[config.mk]
export PLATFORM = sky130hd
export DESIGN_NAME = acr_regs
export DESIGN_NICKNAME = d
export VERILOG_FILES = /design/src/rtl/acr_pkg.sv /design/src/rtl/acr_regs.sv
export SDC_FILE = /design/constraint.sdc
export NUM_CORES = 1
export LEC_CHECK = 0
export ABC_CLOCK_PERIOD_IN_PS = 1600
export BUFFER_PORTS_ARGS = -buffer_cell sky130_fd_sc_hd__buf_2
export CAP_MARGIN = 10
export CORE_MARGIN = 1
export CORE_UTILIZATION = 45
export CTS_BUF_LIST = sky130_fd_sc_hd__clkbuf_4
export CTS_CLUSTER_SIZE = 28
export DETAILED_ROUTE_END_ITERATION = 8
export GPL_TIMING_DRIVEN = 0
export PLACE_DENSITY_LB_ADDON = 0.25
export RECOVER_POWER = 25
export SETUP_SLACK_MARGIN = 0.4
export SYNTH_ARGS = -nofsm -noshare
export SYNTH_HDL_FRONTEND = slang
export SYNTH_SLANG_ARGS = --single-unit
[constraint.sdc]
create_clock -name pclk -period 1.6 [get_ports pclk]
set_input_delay 0.4 -clock pclk [delete_from_list [all_inputs] [get_ports pclk]]
set_output_delay 0.4 -clock pclk [all_outputs]
set_load 0.02 [all_outputs]
[src/rtl/acr_pkg.sv]
/*
  Package for the converter configuration register bank: byte addresses,
  field positions, reset values, code enumerations and the decoded
  analog control bundle.
  Assumes an APB slave with 32-bit data and one word per register.
*/
package acr_pkg;

  // Each register takes one aligned word, so its byte address is four
  // times its index.
  localparam logic [7:0] ACR_IDX_STATUS_CHECKS = 8'h02;
  localparam logic [7:0] ACR_IDX_ROUTING_OUTPUT = 8'h03;
  localparam logic [7:0] ACR_ADDR_STATUS_CHECKS =
    {ACR_IDX_STATUS_CHECKS[5:0], 2'b00};
  localparam logic [7:0] ACR_ADDR_ROUTING_OUTPUT =
    {ACR_IDX_ROUTING_OUTPUT[5:0], 2'b00};
  localparam logic [7:0] ACR_ADDR_IRQ_STATUS = 8'h20;
  localparam logic [7:0] ACR_ADDR_IRQ_ENABLE = 8'h24;
  localparam logic [7:0] ACR_ADDR_IRQ_CLEAR = 8'h28;
  localparam logic [7:0] ACR_ADDR_COUNTER = 8'h2c;

  localparam logic [7:0] ACR_RESET_STATUS_CHECKS = 8'h00;
  localparam logic [7:0] ACR_RESET_ROUTING_OUTPUT = 8'h00;

  localparam int ACR_POS_READY = 7;
  localparam int ACR_POS_COUNT_EN = 6;
  localparam int ACR_POS_CHECK_HI = 5;
  localparam int ACR_POS_CHECK_LO = 4;
  localparam int ACR_POS_BURNOUT = 3;
  localparam int ACR_POS_CURRENT_HI = 2;
  localparam int ACR_POS_CURRENT_LO = 0;
  localparam int ACR_POS_ROUTE1_HI = 7;
  localparam int ACR_POS_ROUTE1_LO = 5;
  localparam int ACR_POS_ROUTE2_HI = 4;
  localparam int ACR_POS_ROUTE2_LO = 2;
  localparam int ACR_POS_RSVD = 1;
  localparam int ACR_POS_PUSH = 0;

  localparam logic [7:0] ACR_WMASK_STATUS_CHECKS = 8'h7f;
  localparam logic [7:0] ACR_WMASK_ROUTING_OUTPUT = 8'hfd;

  localparam int ACR_IRQ_READY = 0;
  localparam int ACR_IRQ_OVERRUN = 1;
  localparam logic [1:0] ACR_RESET_IRQ = 2'h0;
  localparam logic [15:0] ACR_RESET_COUNT = 16'h0000;

  typedef enum logic [1:0]
  {
    ACR_CHECK_OFF = 2'b00,
    ACR_CHECK_INVERTED = 2'b01,
    ACR_CHECK_CRC16 = 2'b10,
    ACR_CHECK_RSVD = 2'b11
  } acr_check_t;

  typedef enum logic [2:0]
  {
    ACR_ROUTE_OFF = 3'b000,
    ACR_ROUTE_AIN_ZERO = 3'b001,
    ACR_ROUTE_AIN_ONE = 3'b010,
    ACR_ROUTE_AIN_TWO = 3'b011,
    ACR_ROUTE_AIN_THREE = 3'b100,
    ACR_ROUTE_REF_POS = 3'b101,
    ACR_ROUTE_REF_NEG = 3'b110,
    ACR_ROUTE_RSVD = 3'b111
  } acr_route_t;

  // One-hot route selects: bit 0 to 3 analog inputs, 4 ref pos, 5 ref neg.
  typedef struct packed
  {
    logic count_enable;
    logic check_inverted;
    logic check_crc16;
    logic burnout_on;
    logic [2:0] current_code;
    logic [5:0] first_route;
    logic [5:0] second_route;
    logic push_mode;
  } acr_ctrl_t;

endpackage

[src/rtl/acr_regs.sv]
/*
  Configuration register bank of the converter: the status/check register
  and the current routing/output register, an interrupt group and a
  conversion counter, all behind an APB slave.
  Assumes conversion events and data-read strobes come from logic on pclk.
*/
`timescale 1ns/1ps
`default_nettype none

module acr_regs
(
  input wire logic pclk,
  input wire logic presetn,
  input wire logic psel,
  input wire logic penable,
  input wire logic pwrite,
  input wire logic [7:0] paddr,
  input wire logic [31:0] pwdata,
  input wire logic [3:0] pstrb,
  output logic [31:0] prdata,
  output logic pready,
  output logic pslverr,
  input wire logic result_new,
  input wire logic result_read,
  output acr_pkg::acr_ctrl_t ctrl,
  output logic irq
);

  function automatic logic [5:0] route_decode(input logic [2:0] code);
    logic [5:0] sel;
    sel = 6'h00;
    unique case (code)
      acr_pkg::ACR_ROUTE_AIN_ZERO: sel = 6'h01;
      acr_pkg::ACR_ROUTE_AIN_ONE: sel = 6'h02;
      acr_pkg::ACR_ROUTE_AIN_TWO: sel = 6'h04;
      acr_pkg::ACR_ROUTE_AIN_THREE: sel = 6'h08;
      acr_pkg::ACR_ROUTE_REF_POS: sel = 6'h10;
      acr_pkg::ACR_ROUTE_REF_NEG: sel = 6'h20;
      // Off and the reserved code both leave the source unconnected.
      acr_pkg::ACR_ROUTE_OFF: sel = 6'h00;
      acr_pkg::ACR_ROUTE_RSVD: sel = 6'h00;
    endcase
    return sel;
  endfunction

  logic [7:0] status_checks_q;
  logic [7:0] status_checks_d;
  logic [7:0] routing_output_q;
  logic [7:0] routing_output_d;
  logic ready_q;
  logic ready_d;
  logic [1:0] irq_status_q;
  logic [1:0] irq_status_d;
  logic [1:0] irq_enable_q;
  logic [1:0] irq_enable_d;
  logic [15:0] count_q;
  logic [15:0] count_d;
  logic [31:0] prdata_q;
  logic [31:0] prdata_d;
  logic pslverr_q;

  wire logic access = psel && penable;
  wire logic wr = access && pwrite && pstrb[0];
  wire logic rd = access && !pwrite;
  wire logic hit_status = paddr == acr_pkg::ACR_ADDR_STATUS_CHECKS;
  wire logic hit_routing = paddr == acr_pkg::ACR_ADDR_ROUTING_OUTPUT;
  wire logic hit_irq_status = paddr == acr_pkg::ACR_ADDR_IRQ_STATUS;
  wire logic hit_irq_enable = paddr == acr_pkg::ACR_ADDR_IRQ_ENABLE;
  wire logic hit_irq_clear = paddr == acr_pkg::ACR_ADDR_IRQ_CLEAR;
  wire logic hit_count = paddr == acr_pkg::ACR_ADDR_COUNTER;
  wire logic mapped = hit_status || hit_routing || hit_irq_status
    || hit_irq_enable || hit_irq_clear || hit_count;
  wire logic [7:0] wbyte = pwdata[7:0];

  // Only writable fields are taken; the flag and reserved bit stay put.
  assign status_checks_d = (wr && hit_status)
    ? (wbyte & acr_pkg::ACR_WMASK_STATUS_CHECKS)
    : status_checks_q;
  assign routing_output_d = (wr && hit_routing)
    ? (wbyte & acr_pkg::ACR_WMASK_ROUTING_OUTPUT)
    : routing_output_q;

  // A new result in the same cycle as a data read keeps the flag set.
  assign ready_d = result_new ? 1'b1
    : (result_read ? 1'b0 : ready_q);

  wire logic overrun = result_new && ready_q && !result_read;
  wire logic [1:0] irq_events = {overrun, result_new};
  wire logic [1:0] irq_clear = (wr && hit_irq_clear) ? pwdata[1:0] : 2'b00;
  assign irq_status_d = irq_events | (irq_status_q & ~irq_clear);
  assign irq_enable_d = (wr && hit_irq_enable) ? pwdata[1:0] : irq_enable_q;

  wire logic count_en = status_checks_q[acr_pkg::ACR_POS_COUNT_EN];
  assign count_d = (count_en && result_new) ? 16'(count_q + 16'h0001)
    : count_q;

  wire logic [7:0] status_view = {ready_q,
    status_checks_q[acr_pkg::ACR_POS_COUNT_EN:0]};
  wire logic [7:0] routing_view = routing_output_q;
  assign prdata_d =
    hit_status ? {24'h00_0000, status_view}
    : hit_routing ? {24'h00_0000, routing_view}
    : hit_irq_status ? {30'h000_0000, irq_status_q}
    : hit_irq_enable ? {30'h000_0000, irq_enable_q}
    : hit_count ? {16'h0000, count_q}
    : 32'h0000_0000;

  always_ff @(posedge pclk or negedge presetn)
  begin
    if (!presetn)
    begin
      status_checks_q <= acr_pkg::ACR_RESET_STATUS_CHECKS;
      routing_output_q <= acr_pkg::ACR_RESET_ROUTING_OUTPUT;
      ready_q <= 1'b0;
      irq_status_q <= acr_pkg::ACR_RESET_IRQ;
      irq_enable_q <= acr_pkg::ACR_RESET_IRQ;
      count_q <= acr_pkg::ACR_RESET_COUNT;
    end
    else
    begin
      status_checks_q <= status_checks_d;
      routing_output_q <= routing_output_d;
      ready_q <= ready_d;
      irq_status_q <= irq_status_d;
      irq_enable_q <= irq_enable_d;
      count_q <= count_d;
    end
  end

  // Read data is registered in the setup cycle so the access phase is one
  // cycle with pready high; this keeps the read path off the APB timing.
  always_ff @(posedge pclk or negedge presetn)
  begin
    if (!presetn)
    begin
      prdata_q <= 32'h0000_0000;
      pslverr_q <= 1'b0;
    end
    else if (psel && !penable)
    begin
      prdata_q <= pwrite ? 32'h0000_0000 : prdata_d;
      pslverr_q <= !mapped;
    end
  end

  assign prdata = rd ? prdata_q : 32'h0000_0000;
  assign pready = 1'b1;
  assign pslverr = access && pslverr_q;
  assign irq = |(irq_status_q & irq_enable_q);

  wire logic [1:0] check_sel =
    status_checks_q[acr_pkg::ACR_POS_CHECK_HI:acr_pkg::ACR_POS_CHECK_LO];

  always_comb
  begin
    ctrl.count_enable = count_en;
    // The reserved check code enables neither check.
    ctrl.check_inverted = check_sel == acr_pkg::ACR_CHECK_INVERTED;
    ctrl.check_crc16 = check_sel == acr_pkg::ACR_CHECK_CRC16;
    ctrl.burnout_on = status_checks_q[acr_pkg::ACR_POS_BURNOUT];
    ctrl.current_code = status_checks_q[acr_pkg::ACR_POS_CURRENT_HI:
      acr_pkg::ACR_POS_CURRENT_LO];
    ctrl.first_route = route_decode(routing_output_q[
      acr_pkg::ACR_POS_ROUTE1_HI:acr_pkg::ACR_POS_ROUTE1_LO]);
    ctrl.second_route = route_decode(routing_output_q[
      acr_pkg::ACR_POS_ROUTE2_HI:acr_pkg::ACR_POS_ROUTE2_LO]);
    ctrl.push_mode = routing_output_q[acr_pkg::ACR_POS_PUSH];
  end

endmodule

`default_nettype wire

==> run summary <==
# setup viols final: 12
GRT Total Usage: 0.278
Mean area per synthesized cell: 10.9 sq um
IR drop worst, VDD: 0.426 mV
Worst-Margin Slew: 0.545 ns
Post-synth EDFFs: 0
Clk sinks: 52
GP Congestion: 0.781
FFs w/ async S/R, synth: 1.00
Initial antenna violation count: 0
Final non-filler cell total: 489
Num rows: 28
Yosys reg bits: 52
Reg clk slew, reported paths: 0.17 ns
Placed cell count: 404
Startpoint Class: register
Final Hold Fails: 0
Ratio of final minimum period to clock period: 1.12
CTS H-tree lvls: 2
Max Cap Violations: 0
Critical Path Sink Type: output pin
Antenna diodes: 0
Yosys cell types: 47
Routed WL: 10500 um
CTS buffer count: 5
Synth Flop Type: dfrtp_1
Pleak: 0.00242 uW
RSZ-0062 raised after global routing: true
Worst EP required: 1.20 ns
Vias in the first global route: 2573
Die X: 80.4 um
Vias/cell: 5.63
TritonCTS clock tree: built
Final #Nets: 465
DRT antenna net count: 0
I/O pin count: 106
Die footprint: 0.00646 sq mm
Synth-to-Final Area Change: 76.8%
Core Util, Final: 0.826
Worst-case clock buffer depth: 2
First-pass GRT wire length: 13400 um
Slew margin rel.: 0.636
Port bufs: 60
Clock skew: 0.0259 ns
Synth warn: 0
CP Data Arrival Time: 1.39 ns
Overflow left after global routing: 0
Worst skew pair latency: 0.40 ns
Syn Std Cell Area: 0.00277 sq mm
Failing checks: setup timing
CTS root buffer: clkbuf_4
Routed vias: 2751
Largest fanout on the critical path: 4
DRT iter0 DRCs: 174
Initial Utilization: 0.467
Wire per inst: 21.4 um
Worst setup margin: -0.193 ns
Final HPWL DP: 4780 um
Worst Path Class, Setup: reg2out
Cell area power density: 491 mW/mm^2
Post-synthesis sequential area ratio: 0.470
Outcome: finished with violations
Min-Delay Path Class: in2reg
Layout cells sized above 1: 0.679
Post-route DRC: 0
Tmin final: 1.79 ns
Core area: 0.00592 sq mm
Peak Freq: 0.558 GHz
Largest net degree at the start of global routing: 53
Final Slew Violations: 0
Die H: 80.4 um
Drt first pass iters: 4
Syn Inst Count: 254
==> report_power, final <==
group | switching [uW] | internal, uW | leakage [uW] | total (uW)
sequential | 13.4 | 1330 | 0.000688 | 1340
clock | 489 | 187 | 0.0000362 | 676
combinational | 211 | 174 | 0.00169 | 385
total | 713 | 1690 | 0.00242 | 2400
==> registers in the layout (all words and copies together) (netlist names) <==
name	flops
routing_output_q	7
ready_q	1
status_checks_q	7
prdata_q	16
irq_status_q	2
irq_enable_q	2
count_q	16
pslverr_q	1
==> worst paths after layout <==
| path | start | end | slack [ns] | cells after the start |
|---|---|---|---|---|
| hold / removal | pwdata[3] | routing_output_q[3]$_DFFE_PN0P_ | 0.24 | 2 |
| hold reg to reg | count_q[13]$_DFFE_PN0P_ | count_q[13]$_DFFE_PN0P_ | 0.54 | 1 |
| max in group asynchronous | presetn | routing_output_q[6]$_DFFE_PN0P_ | 0.16 | 3 |
| setup reg to reg | status_checks_q[6]$_DFFE_PN0P_ | count_q[14]$_DFFE_PN0P_ | 0 | 4 |
| setup / recovery | routing_output_q[4]$_DFFE_PN0P_ | ctrl[5] | -0.19 | 3 |
| min in group asynchronous | presetn | prdata_q[14]$_DFFE_PN0P_ | 0.48 | 2 |
==> layer usage <==
layer / track usage / wire length, um / vias up
li1: - / - / 1181
met1: 0.353 / 3900 / 1388
met2: 0.476 / 5480 / 150
met3: 0.0364 / 706 / 32
met4: 0.114 / 382 / 0
met5: 0 / 0 / -
==> cell usage after synthesis (2+ instances only) <==
master	number	area (sq um)
a211oi_1	6	45.0
a22o_1	10	87.6
clkbuf_1	6	22.5
a221o_1	7	70.1
nor3b_1	2	15.0
dfrtp_1	52	1300
mux2_4	7	105
mux2_2	11	124
nand3_1	6	30.0
buf_6	2	22.5
xor2_1	6	52.6
xnor2_1	9	78.8
nor3_1	21	105
and2_1	17	106
a21o_1	2	15.0
nand2_1	10	37.5
nand4_1	3	18.8
nor2b_1	3	18.8
nor2_1	9	33.8
and3_1	3	18.8
inv_1	10	37.5
conb_1	2	7.51
nor4_1	3	18.8
buf_4	23	173
nand2b_1	2	12.5
==> worst max-delay path: stages, from the launching register on <==
cell	delay (ns)
dfrtp_2	0.45
clkinvlp_4	0.20
nor3_4	0.22
buf_6	0.14
==> through the flow <==
stage / hold slack (ns) / total power [uW] / TNS, ns / worst slack [ns] / area, sq um
floorplan: 0.104 / 1520 / -1.54 / -0.121 / 3160
global placement: 0.462 / 1620 / -10.65 / -0.395 / 3550
detailed placement: 0.468 / 1620 / -11.03 / -0.391 / 3550
CTS: 0.236 / 2340 / -1.27 / -0.130 / 4570
global route: 0.241 / 2480 / -2.51 / -0.215 / 4890
finish: 0.242 / 2400 / -1.72 / -0.193 / 4890
==> cell usage in the layout, fill, tap and decap left out, types with 3 or more instances in the layout <==
cell type / synthesis / final
nand3_1: 6 / 4
xor2_1: 6 / 6
nor2_4: 0 / 4
buf_12: 0 / 3
nor2_1: 9 / 5
a22o_1: 10 / 10
a221o_1: 7 / 7
clkbuf_4: 0 / 7
xnor2_2: 0 / 3
buf_4: 23 / 73
mux2_4: 7 / 17
nor3_4: 1 / 17
conb_1: 2 / 17
buf_2: 1 / 13
nor4_4: 0 / 3
inv_1: 10 / 7
dfrtp_2: 0 / 10
nor3_2: 1 / 5
nand4_1: 3 / 3
and2_4: 0 / 16
a211oi_2: 0 / 5
buf_8: 0 / 7
buf_6: 2 / 66
nand2_1: 10 / 8
xnor2_1: 9 / 6
dfrtp_1: 52 / 42
==> area by class of cell <==
| class | instances | area [sq um] |
|---|---|---|
| Sequential cell | 52 | 1310 |
| Fill cell | 292 | 1030 |
| Timing Repair Buffer | 137 | 1280 |
| Buffer | 32 | 304 |
| Inverter | 10 | 45.0 |
| Clock inverter | 3 | 26.3 |
| Tap cell | 75 | 93.8 |
| Clock buffer | 5 | 37.5 |
| Multi-Input combinational cell | 175 | 1790 |
==> logic make-up (layout without fill, tap and decap cells) <==
group           Yosys count  in the layout  share of synthesized area
fa+ha+maj                 1              1                    0.00452
buf+inv                  42            187                     0.0941
compound gates           32             32                     0.0981
other cells               2             17                    0.00271
mux                      18             18                     0.0828
xor+xnor                 15             15                     0.0475
simple gates             92             92                      0.200
flops                    52             52                      0.470
==> what timing repair did <==
action                     CTS  global route
pin swaps                   37            32
hold buffers                 0             1
buffers inserted            51            22
gates resized for setup    160            39
gates cloned                 2             0
setup endpoints to repair   85            84
hold endpoints to repair     0            20
No activity file was read; power rests on OpenSTA's default activity.
